--- src/shared/xpd_pkg.sv ---
// constants, types and helper functions of the x-bus peripheral decoder
// assumes a 12-bit apb byte address and 16-bit i/o cycle addresses
package xpd_pkg;

	// register indices; byte address is four times the index
	localparam logic [7:0]  IDX_DEC_A    = 8'h4E;
	localparam logic [7:0]  IDX_DEC_B    = 8'h4F;
	localparam logic [7:0]  IDX_STATUS   = 8'h40;
	localparam logic [7:0]  IDX_CTRL     = 8'h41;

	// reset values and writable bits
	localparam logic [7:0]  DEC_A_RST    = 8'h13;
	localparam logic [7:0]  DEC_A_MASK   = 8'h73;
	localparam logic [7:0]  DEC_B_RST    = 8'hCF;
	localparam logic [7:0]  CTRL_RST     = 8'h00;
	localparam logic [7:0]  CTRL_MASK    = 8'h01;
	localparam logic [7:0]  STATUS_RST   = 8'h00;

	// field positions
	localparam int unsigned A_RTC        = 0;
	localparam int unsigned A_KBD        = 1;
	localparam int unsigned A_IDE        = 4;
	localparam int unsigned A_SEC        = 5;
	localparam int unsigned A_KMAP       = 6;
	localparam int unsigned B_COMA       = 0;
	localparam int unsigned B_COMB       = 2;
	localparam int unsigned B_LPT        = 4;
	localparam int unsigned B_P92        = 6;
	localparam int unsigned B_CRAM       = 7;
	localparam int unsigned C_PM         = 0;

	// field codes
	localparam logic [1:0]  SEL_FIRST    = 2'b00;
	localparam logic [1:0]  SEL_SECOND   = 2'b01;
	localparam logic [1:0]  SEL_THIRD    = 2'b10;
	localparam logic [1:0]  SEL_OFF      = 2'b11;

	// i/o locations and range masks
	localparam logic [15:0] IDE_PRI_TASK = 16'h01F0;
	localparam logic [15:0] IDE_SEC_TASK = 16'h0170;
	localparam logic [15:0] IDE_PRI_CTL  = 16'h03F6;
	localparam logic [15:0] IDE_SEC_CTL  = 16'h0376;
	localparam logic [15:0] IDE_PRI_TOP  = 16'h03F7;
	localparam logic [15:0] IDE_SEC_TOP  = 16'h0377;
	localparam logic [15:0] KBD_DATA     = 16'h0060;
	localparam logic [15:0] KBD_CMD      = 16'h0064;
	localparam logic [15:0] RTC_BASE     = 16'h0070;
	localparam logic [15:0] PORT92       = 16'h0092;
	localparam logic [15:0] CRAM_BASE    = 16'h0800;
	localparam logic [15:0] CRAM_PAGE    = 16'h0C00;
	localparam logic [15:0] LPT1_BASE    = 16'h03BC;
	localparam logic [15:0] LPT2_BASE    = 16'h0378;
	localparam logic [15:0] LPT3_BASE    = 16'h0278;
	localparam logic [15:0] COM1_BASE    = 16'h03F8;
	localparam logic [15:0] COM2_BASE    = 16'h02F8;
	localparam logic [15:0] M_2          = 16'h0001;
	localparam logic [15:0] M_4          = 16'h0003;
	localparam logic [15:0] M_8          = 16'h0007;
	localparam logic [15:0] M_256        = 16'h00FF;

	typedef struct packed {
		logic        psel;
		logic        penable;
		logic        pwrite;
		logic [11:0] paddr;
		logic [31:0] pwdata;
	} xpd_apb_s;

	typedef struct packed {
		logic        cycle;
		logic        write;
		logic [15:0] addr;
	} xpd_io_s;

	typedef struct packed {
		logic ide_task_cs;
		logic ide_ctl_cs;
		logic kbd_cs;
		logic clock_chip_addr_latch;
		logic clock_chip_read;
		logic clock_chip_write_n;
		logic config_ram_read_n;
		logic config_ram_write_n;
		logic config_page_write;
		logic port92_sel;
		logic lpt_cs;
		logic xbus_transceiver_enable_n;
	} xpd_xout_s;

	localparam xpd_xout_s XOUT_IDLE = 12'h071;

	typedef struct packed {
		logic [7:0]  dec_a;
		logic [7:0]  dec_b;
		logic [7:0]  ctrl;
		logic [7:0]  status;
		logic [31:0] prdata;
		xpd_xout_s   xo;
	} xpd_state_s;

	// address falls in the block base..base+mask
	function automatic logic xpd_in_block(input logic [15:0] a, input logic [15:0] base,
		input logic [15:0] m);
		return (a & ~m) == base;
	endfunction : xpd_in_block

	// serial port field decode
	function automatic logic xpd_com_hit(input logic [1:0] sel, input logic [15:0] a);
		return ((sel == SEL_FIRST) && xpd_in_block(a, COM1_BASE, M_8)) ||
			((sel == SEL_SECOND) && xpd_in_block(a, COM2_BASE, M_8));
	endfunction : xpd_com_hit

	// apb register select: {mapped, which}
	function automatic logic [2:0] xpd_reg_sel(input logic [11:0] paddr);
		logic [2:0] r;
		r = 3'h0;
		if (paddr == {2'h0, IDX_DEC_A, 2'h0}) r = 3'h4;
		if (paddr == {2'h0, IDX_DEC_B, 2'h0}) r = 3'h5;
		if (paddr == {2'h0, IDX_STATUS, 2'h0}) r = 3'h6;
		if (paddr == {2'h0, IDX_CTRL, 2'h0}) r = 3'h7;
		return r;
	endfunction : xpd_reg_sel

endpackage : xpd_pkg

--- src/rtl/xpd_top.sv ---
// x-bus peripheral decoder: apb register file, decode and registered strobes
// assumes i/o cycles arrive on i_clk_sys from host bus logic, held per cycle
//
// Notes on behaviour
// - ide decode off stops ide chip selects and transceiver enable.
// - power-managed variant still enables transceiver for 377h and 3F7h.
// - keyboard decode off stops keyboard selects and transceiver enable.
// - keyboard enable gates both settings of keyboard mapping.
// - clock decode off stops latch, read, write and transceiver.
// - serial and printer transceiver enable only for enabled decodes.
// - config ram bit enables page write and ram range strobes.
// - port 92 decode resets enabled; writing zero disables it.
// - printer field picks first, second, third range, or off.
// - keyboard mapped off bus keeps selects, drops transceiver enable.
//
// Added by the designer: register access over APB.
`timescale 1ns/1ps
module xpd_top (
	input  wire logic              i_clk_sys,
	input  wire logic              i_srst,
	input  wire xpd_pkg::xpd_apb_s i_apb,
	output logic [31:0]            o_prdata,
	output logic                   o_pready,
	output logic                   o_pslverr,
	input  wire xpd_pkg::xpd_io_s  i_io,
	output xpd_pkg::xpd_xout_s     o_xout
);
	import xpd_pkg::*;

	xpd_state_s state_r;
	xpd_state_s state_nxt;
	xpd_xout_s  hit;
	logic [2:0] sel;
	logic       wr_go;
	logic       rd_go;
	logic [7:0] rd_val;

	// range decode of the current cycle
	xpd_decode u_decode (
		.i_pm_variant (state_r.ctrl[C_PM]),
		.i_dec_a      (state_r.dec_a),
		.i_dec_b      (state_r.dec_b),
		.i_io         (i_io),
		.o_hit        (hit)
	);

	// apb handshake, zero wait states
	always_comb begin
		sel       = xpd_reg_sel(i_apb.paddr);
		o_pready  = i_apb.psel && i_apb.penable;
		o_pslverr = o_pready && !sel[2];
		wr_go     = o_pready && i_apb.pwrite && sel[2];
		rd_go     = i_apb.psel && !i_apb.penable && !i_apb.pwrite;
	end

	// read multiplexer
	always_comb begin
		case (sel)
			3'h4:    rd_val = state_r.dec_a;
			3'h5:    rd_val = state_r.dec_b;
			3'h6:    rd_val = state_r.status;
			3'h7:    rd_val = state_r.ctrl;
			default: rd_val = 8'h00;
		endcase
	end

	// next state
	always_comb begin
		state_nxt = state_r;
		// read data captured in the setup cycle
		if (rd_go) begin
			state_nxt.prdata = {24'h000000, rd_val};
		end
		if (wr_go) begin
			case (sel)
				3'h4: state_nxt.dec_a = i_apb.pwdata[7:0] & DEC_A_MASK;
				3'h5: state_nxt.dec_b = i_apb.pwdata[7:0];
				3'h7: state_nxt.ctrl  = i_apb.pwdata[7:0] & CTRL_MASK;
				default: begin
				end
			endcase
		end
		// strobes follow the cycle, idle at its end
		state_nxt.xo = i_io.cycle ? hit : XOUT_IDLE;
		// last cycle summary for software
		if (i_io.cycle) begin
			state_nxt.status = {!hit.xbus_transceiver_enable_n, hit.lpt_cs,
				hit.port92_sel, !hit.config_ram_read_n || !hit.config_ram_write_n,
				!hit.clock_chip_write_n || hit.clock_chip_read ||
				hit.clock_chip_addr_latch,
				hit.kbd_cs, hit.ide_ctl_cs, hit.ide_task_cs};
		end
	end

	// state register
	always_ff @(posedge i_clk_sys) begin
		if (i_srst) begin
			state_r.dec_a  <= DEC_A_RST;
			state_r.dec_b  <= DEC_B_RST;
			state_r.ctrl   <= CTRL_RST;
			state_r.status <= STATUS_RST;
			state_r.prdata <= 32'h00000000;
			state_r.xo     <= XOUT_IDLE;
		end else begin
			state_r <= state_nxt;
		end
	end

	// outputs from flip-flops
	always_comb begin
		o_prdata = state_r.prdata;
		o_xout   = state_r.xo;
	end

	logic [15:0] ia;
	logic        ic;
	logic        iw;
	always_comb begin
		ia = i_io.addr;
		ic = i_io.cycle;
		iw = i_io.write;
	end
endmodule : xpd_top

--- src/rtl/xpd_decode.sv ---
// combinational range decoder for one i/o cycle
// assumes the decode registers and cycle come from the same clock domain
`timescale 1ns/1ps
module xpd_decode (
	input  wire logic              i_pm_variant,
	input  wire logic [7:0]        i_dec_a,
	input  wire logic [7:0]        i_dec_b,
	input  wire xpd_pkg::xpd_io_s  i_io,
	output xpd_pkg::xpd_xout_s     o_hit
);
	import xpd_pkg::*;

	logic [15:0] a;
	logic        on;
	logic        sec;
	logic        ide_task;
	logic        ide_ctl;
	logic        ide_keep;
	logic        kbd;
	logic        rtc;
	logic        cram;
	logic        page;
	logic        lpt;
	logic        serial;

	// range hits gated by their enables
	always_comb begin
		a   = i_io.addr;
		on  = i_io.cycle;
		sec = i_dec_a[A_SEC];
		ide_task = on && i_dec_a[A_IDE] &&
			xpd_in_block(a, sec ? IDE_SEC_TASK : IDE_PRI_TASK, M_8);
		ide_ctl  = on && i_dec_a[A_IDE] &&
			xpd_in_block(a, sec ? IDE_SEC_CTL : IDE_PRI_CTL, M_2);
		ide_keep = on && !i_dec_a[A_IDE] && i_pm_variant &&
			(a == IDE_PRI_TOP || a == IDE_SEC_TOP);
		kbd  = on && i_dec_a[A_KBD] && (a == KBD_DATA || a == KBD_CMD);
		rtc  = on && i_dec_a[A_RTC] && xpd_in_block(a, RTC_BASE, M_8);
		cram = on && i_dec_b[B_CRAM] && xpd_in_block(a, CRAM_BASE, M_256);
		page = on && i_dec_b[B_CRAM] && i_io.write && (a == CRAM_PAGE);
		case (i_dec_b[B_LPT+:2])
			SEL_FIRST:  lpt = on && xpd_in_block(a, LPT1_BASE, M_4);
			SEL_SECOND: lpt = on && xpd_in_block(a, LPT2_BASE, M_8);
			SEL_THIRD:  lpt = on && xpd_in_block(a, LPT3_BASE, M_8);
			default:    lpt = 1'b0;
		endcase
		serial = on && (xpd_com_hit(i_dec_b[B_COMA+:2], a) ||
			xpd_com_hit(i_dec_b[B_COMB+:2], a));
	end

	// strobes and transceiver enable
	always_comb begin
		o_hit = XOUT_IDLE;
		o_hit.ide_task_cs           = ide_task;
		o_hit.ide_ctl_cs            = ide_ctl;
		o_hit.kbd_cs                = kbd;
		o_hit.clock_chip_addr_latch = rtc && i_io.write && !a[0];
		o_hit.clock_chip_read       = rtc && !i_io.write && a[0];
		o_hit.clock_chip_write_n    = !(rtc && i_io.write && a[0]);
		o_hit.config_ram_read_n     = !(cram && !i_io.write);
		o_hit.config_ram_write_n    = !(cram && i_io.write);
		o_hit.config_page_write     = page;
		o_hit.port92_sel            = on && i_dec_b[B_P92] && (a == PORT92);
		o_hit.lpt_cs                = lpt;
		o_hit.xbus_transceiver_enable_n = !(ide_task || ide_ctl || ide_keep ||
			(kbd && !i_dec_a[A_KMAP]) || rtc || cram || page || lpt || serial);
	end

endmodule : xpd_decode

--- config.mk ---
export PLATFORM = sky130hd
export DESIGN_NAME = xpd_top
export DESIGN_NICKNAME = d
export VERILOG_FILES = /design/src/shared/xpd_pkg.sv /design/src/rtl/xpd_top.sv /design/src/rtl/xpd_decode.sv
export SDC_FILE = /design/constraint.sdc
export NUM_CORES = 1
export LEC_CHECK = 0
export ABC_AREA = 1
export BUFFER_PORTS_ARGS = -buffer_cell sky130_fd_sc_hd__buf_2
export CAP_MARGIN = 0
export CORE_MARGIN = 2
export CORE_UTILIZATION = 44
export DETAILED_ROUTE_END_ITERATION = 8
export GPL_TIMING_DRIVEN = 0
export PLACE_DENSITY = 0.77
export SLEW_MARGIN = 20
export SYNTH_ARGS = -nofsm -noshare
export SYNTH_HDL_FRONTEND = slang
export SYNTH_SLANG_ARGS = --single-unit
--- constraint.sdc ---
create_clock -name i_clk_sys -period 1.4 [get_ports i_clk_sys]
set_input_delay 0.28 -clock i_clk_sys [delete_from_list [all_inputs] [get_ports i_clk_sys]]
set_output_delay 0.28 -clock i_clk_sys [all_outputs]
set_load 0.005 [all_outputs]
After elaboration in Yosys (flattened, before gate mapping)
Cells that the tools add are included.
{"block": "totals", "reg_bits": 42, "in_bits": 67, "out_inout_bits": 46, "wordCells": 125}
{"block": "classes", "eq_ne": 27, "mux": 8, "bitwise": 1, "reduce_logical": 72}
{"op": "$eq 13x7->1 const B", "count": 4}
{"op": "$eq 12x9->1 const B", "count": 4}
{"op": "$logic_and 1x1->1", "count": 38}
{"op": "$eq 16x10->1 const B", "count": 2}
{"op": "$eq 16x16->1", "count": 2}
{"op": "$eq 16x7->1 const B", "count": 2}
{"op": "$pmux 8 s4", "count": 1}
{"op": "$eq 16x12->1 const B", "count": 1}
{"op": "$eq 16x8->1 const B", "count": 1}
{"op": "$logic_or 1x1->1", "count": 16}
{"op": "$mux 8", "count": 2}
{"op": "$eq 14x8->1 const B", "count": 1}
{"op": "$eq 13x4->1 const B", "count": 1}
{"op": "$eq 3x3->1 const B", "count": 4}
{"op": "$mux 3", "count": 4}
{"op": "$logic_not 1->1", "count": 11}
{"op": "$eq 8x4->1 const B", "count": 1}
{"op": "$eq 2x1->1 const B", "count": 3}
{"op": "$logic_not 2->1", "count": 3}
{"op": "$reduce_and 2->1", "count": 3}
{"op": "$pmux 1 s3", "count": 1}
{"op": "$eq 2x2->1 const B", "count": 1}
{"op": "$reduce_or 2->1", "count": 1}
{"op": "$not 1->1", "count": 1}

Longest topological paths before layout
{"block": "logic_depth", "word_depth": 12, "ltp_mapped": 12}

Hierarchy
A second synthesis with hierarchy kept.
{"block": "unflattened", "cells_unflattened": 424, "area_unflattened_um2": 2829.0}
{"mod": "xpd_top", "instances": 1, "cells_each": 286, "area_each_um2": 2215.9}
{"mod": "xpd_decode", "instances": 1, "cells_each": 138, "area_each_um2": 613.1}

Worst setup path after synthesis
No wires, ideal clock.
{"block": "synth_timing", "path_type": "register -> register", "start": "reg state_r[64] (netlist name)", "end": "reg state_r, in the netlist o_xout[0]", "setup_time_ns": 0.128, "arrival_time_ns": 1.225, "required_time_ns": 1.272, "slack_ns": 0.048, "path_stages_with_launch": 11, "n_path_buf": 0, "synth_period_minus_slack_ns": 1.352, "cell_sequence": "dfxtp_1 > inv_1 > ha_1 > nor2_1 > nand2_1 > nor2_1 > nand3_1 > nand2_1 > nand3_1 > nand3_1 > nand2_1"}
{"block": "synth_via", "elab_chain_len": 5}
{"item": "from (decl)", "line_no": "xpd_top.sv:30", "source": "xpd_state_s state_r;"}
{"item": "from (signal assigned)", "line_no": "xpd_top.sv:105", "source": "state_r <= state_nxt;"}
{"item": "$eq 2x2->1, or another cell as far along"}
{"item": "$pmux 1 s3 *", "line_no": "xpd_decode.sv:41", "source": "case (i_dec_b[B_LPT+:2])"}
{"item": "$logic_or 1x1->1 * (2 in series)", "line_no": "xpd_decode.sv:66", "source": "(kbd && !i_dec_a[A_KMAP]) || rtc || cram || page || lpt || serial);"}
{"item": "$logic_not 1->1 *", "line_no": "xpd_decode.sv:65", "source": "o_hit.xbus_transceiver_enable_n = !(ide_task || ide_ctl || ide_keep ||"}
Every way passes the cells marked *; elsewhere a longest branch is shown, timed or not.
A chain may end at the register's enable or synchronous reset.

Worst setup path after layout
{"block": "layout_timing", "start": "reg state_r[64] (netlist name)", "end": "reg state_r[51] (netlist name)"}
{"block": "layout_via", "elab_chain_len": 4}
{"item": "$eq 2x2->1, or another cell as far along"}
{"item": "$pmux 1 s3 *", "line_no": "xpd_decode.sv:41"}
{"item": "$logic_or 1x1->1 * (2 in series)", "line_no": "xpd_decode.sv:66"}
Marks and branches as above.

==> flow_summary.json <==
{
  "stdcell_area_sq_um": 3400,
  "synthFlopType": "dfxtp_1",
  "power.leakage_nw": 1.75,
  "hold_viol_final": 0,
  "ant_nets": 0,
  "die_width_um": 82.5,
  "maxSlewViolCount": 0,
  "fin_nets": 580,
  "grt_max_degree": 14,
  "antenna_found_initial": 0,
  "cts_buffers": 5,
  "synthCells": 413,
  "htree_levels": 2,
  "fillCellCount": 573,
  "firstDrtPassIters": 5,
  "core_area_sq_um": 5920,
  "worstSetupPathType": "flip-flop to flip-flop",
  "multi_input_area_sq_um": 1470,
  "drv_cap": 0,
  "ys_seq_elements": 42,
  "hold_buffers": 0,
  "syn-mean-instance-area_sq_um": 6.56,
  "cts_tree": "yes",
  "synth_area_sq_um": 2710,
  "port_buffers": 61,
  "initial_core_util_pct": 45.8,
  "dieArea_sq_um": 6800,
  "routabilityCongestion": 0.867,
  "overflow": 0,
  "cts.reportedPaths.clkPinSlew_ns": 0.08,
  "crit_fanout": 2,
  "wire_per_inst_um": 11.1,
  "synth_warnings": 0,
  "cts-root-buf": "clkbuf_8",
  "async_flop_share_pct": 0,
  "grt_pass1_vias": 2343,
  "first_iter_violations": 180,
  "placed_area_sq_um": 3190,
  "min_path_type": "primary input to flip-flop",
  "tightest_slew_ns": 0.566,
  "totalPowerFinal_mw": 2.34,
  "worstSetupStartpointType": "flip-flop",
  "final-setup-viol-count": 0,
  "viasPerCell": 4.71,
  "end_kind": "flip-flop",
  "period_share_pct": 97.9,
  "worstPathArrival_ns": 1.61,
  "worstSkewPairLatency_ns": 0.29,
  "top_level_ports": 113,
  "area_growth_pct": 25.5,
  "setup_tns_ns": 0,
  "num_rows": 28,
  "routed_wl_mm": 6.55,
  "finClkSkew_ns": 0.00343,
  "most-common-layout-cells": "nand2_1, buf_2, nor2_1, buf_4, nand3_1",
  "num_vias": 2764,
  "clock-sinks": 42,
  "chipHeight_um": 82.5,
  "slew_headroom_pct": 62.0,
  "ys_seq_area_share_pct": 31.0,
  "rsz0062_at_grt": "yes",
  "ir_worst_vdd_v": 0.000433,
  "p_per_area_nw_per_um2": 688,
  "max_freq_ghz": 0.729,
  "dp_hpwl_mm": 5.17,
  "antenna_cells": 0,
  "synth-edff-count": 0,
  "period_needed_ns": 1.37,
  "cp.required_ns": 1.64,
  "clockBufferDepth": 2,
  "status": "finished clean",
  "drive_gt1_share_pct": 32.4,
  "synthDistinctLibCells": 33,
  "regArea_sq_um": 846,
  "drc": 0,
  "mostFrequentLayoutCell": "nand2_1",
  "grt_pass1_wl_mm": 10.3,
  "grt_use_total_pct": 19.4
}
==> metrics by stage <==
stage / util [%] / hold slack [ns] / cells / worst slack [ns]
after floorplan: - / 0.359 / 436 / 0.0475
after global routing: 57.4 / 0.175 / 587 / -0.0645
after global placement: 54.0 / 0.445 / 572 / -0.187
after CTS: 56.8 / 0.174 / 585 / 0.00800
final: 57.4 / 0.175 / 587 / 0.0288
after detailed placement: 54.0 / 0.448 / 572 / -0.195
==> kinds of logic (layout without fill, tap and decap cells) <==
logic type,count (synthesis),after routing,share of synthesized area [%]
flops,42,42,31.0
compound gates,25,25,4.94
other cells,1,24,0.138
fa+ha+maj,2,2,0.924
simple gates,249,249,43.5
buf+inv,94,170,19.4
==> area by class of cell <==
type | instances | share of cell area [%]
Multi-Input combinational cell | 300 | 43.2
Clock inverter | 1 | 0.258
Clock buffer | 7 | 2.54
Buffer | 51 | 10.7
Tap cell | 75 | 2.76
Sequential cell | 42 | 24.9
Timing Repair Buffer | 68 | 10.9
Inverter | 43 | 4.78
==> worst max-delay path: stages (launching register included) <==
cell	delay (ns)
dfxtp_2	0.33
inv_2	0.05
ha_4	0.26
nand4_1	0.09
nor2_1	0.13
nand2_1	0.07
nand2_1	0.08
nand3_2	0.09
nand3_2	0.09
nand2_2	0.06
nand2_1	0.07
==> report_power, final <==
part | internal [mW] | total, mW | leakage [nW] | switching, mW
Clock | 0.408 | 0.822 | 0.0489 | 0.414
Sequential | 1.19 | 1.19 | 0.340 | 0.0000971
Combinational | 0.133 | 0.327 | 1.37 | 0.194
==> worst paths after layout <==
| kind | cells after the start | slack, ns | endpoint | startpoint |
|---|---|---|---|---|
| worst max register to register | 10 | 0.03 | state_r[51] | state_r[64] |
| worst min-delay path | 2 | 0.18 | o_xout[7] | i_io[16] |
| worst max-delay path | 10 | 0.03 | state_r[51] | state_r[64] |
| worst min register to register | 2 | 0.46 | state_r[63] | state_r[63] |
==> flip-flops by register name, indices dropped and copies added (netlist names) <==
name / count
state_r: 22
o_prdata: 8
o_xout: 12
==> Yosys cell counts, drive strengths merged, types with 2 or more instances <==
| cell type | number | share of area, % |
|---|---|---|
| nand2 | 103 | 15 |
| nor2 | 72 | 12 |
| nand3 | 51 | 11 |
| buf | 49 | 13 |
| dfxtp | 42 | 31 |
| inv | 41 | 5.7 |
| nand4 | 12 | 2.8 |
| o21ai | 12 | 2.2 |
| a21oi | 11 | 2.2 |
| nor3 | 5 | 1.3 |
| a211oi | 2 | 0.55 |
| clkbuf | 2 | 0.28 |
| clkinv | 2 | 0.32 |
| ha | 2 | 0.92 |
| nand3b | 2 | 0.55 |
| nor4 | 2 | 0.46 |
==> metal layers <==
metal	vias to the layer above	global-route usage [%]	wire length [um]
met5	-	0	0
met4	0	3.17	27
met3	6	3.37	394
met2	93	34.5	3250
met1	1222	24.9	2870
li1	1443	-	-
==> repair_timing <==
action,in CTS,in global routing
pin swaps,9,11
setup buffers,5,2
endpoints found under the setup margin,5,5
resized for setup,10,5
No activity file was read; power rests on OpenSTA's default activity.
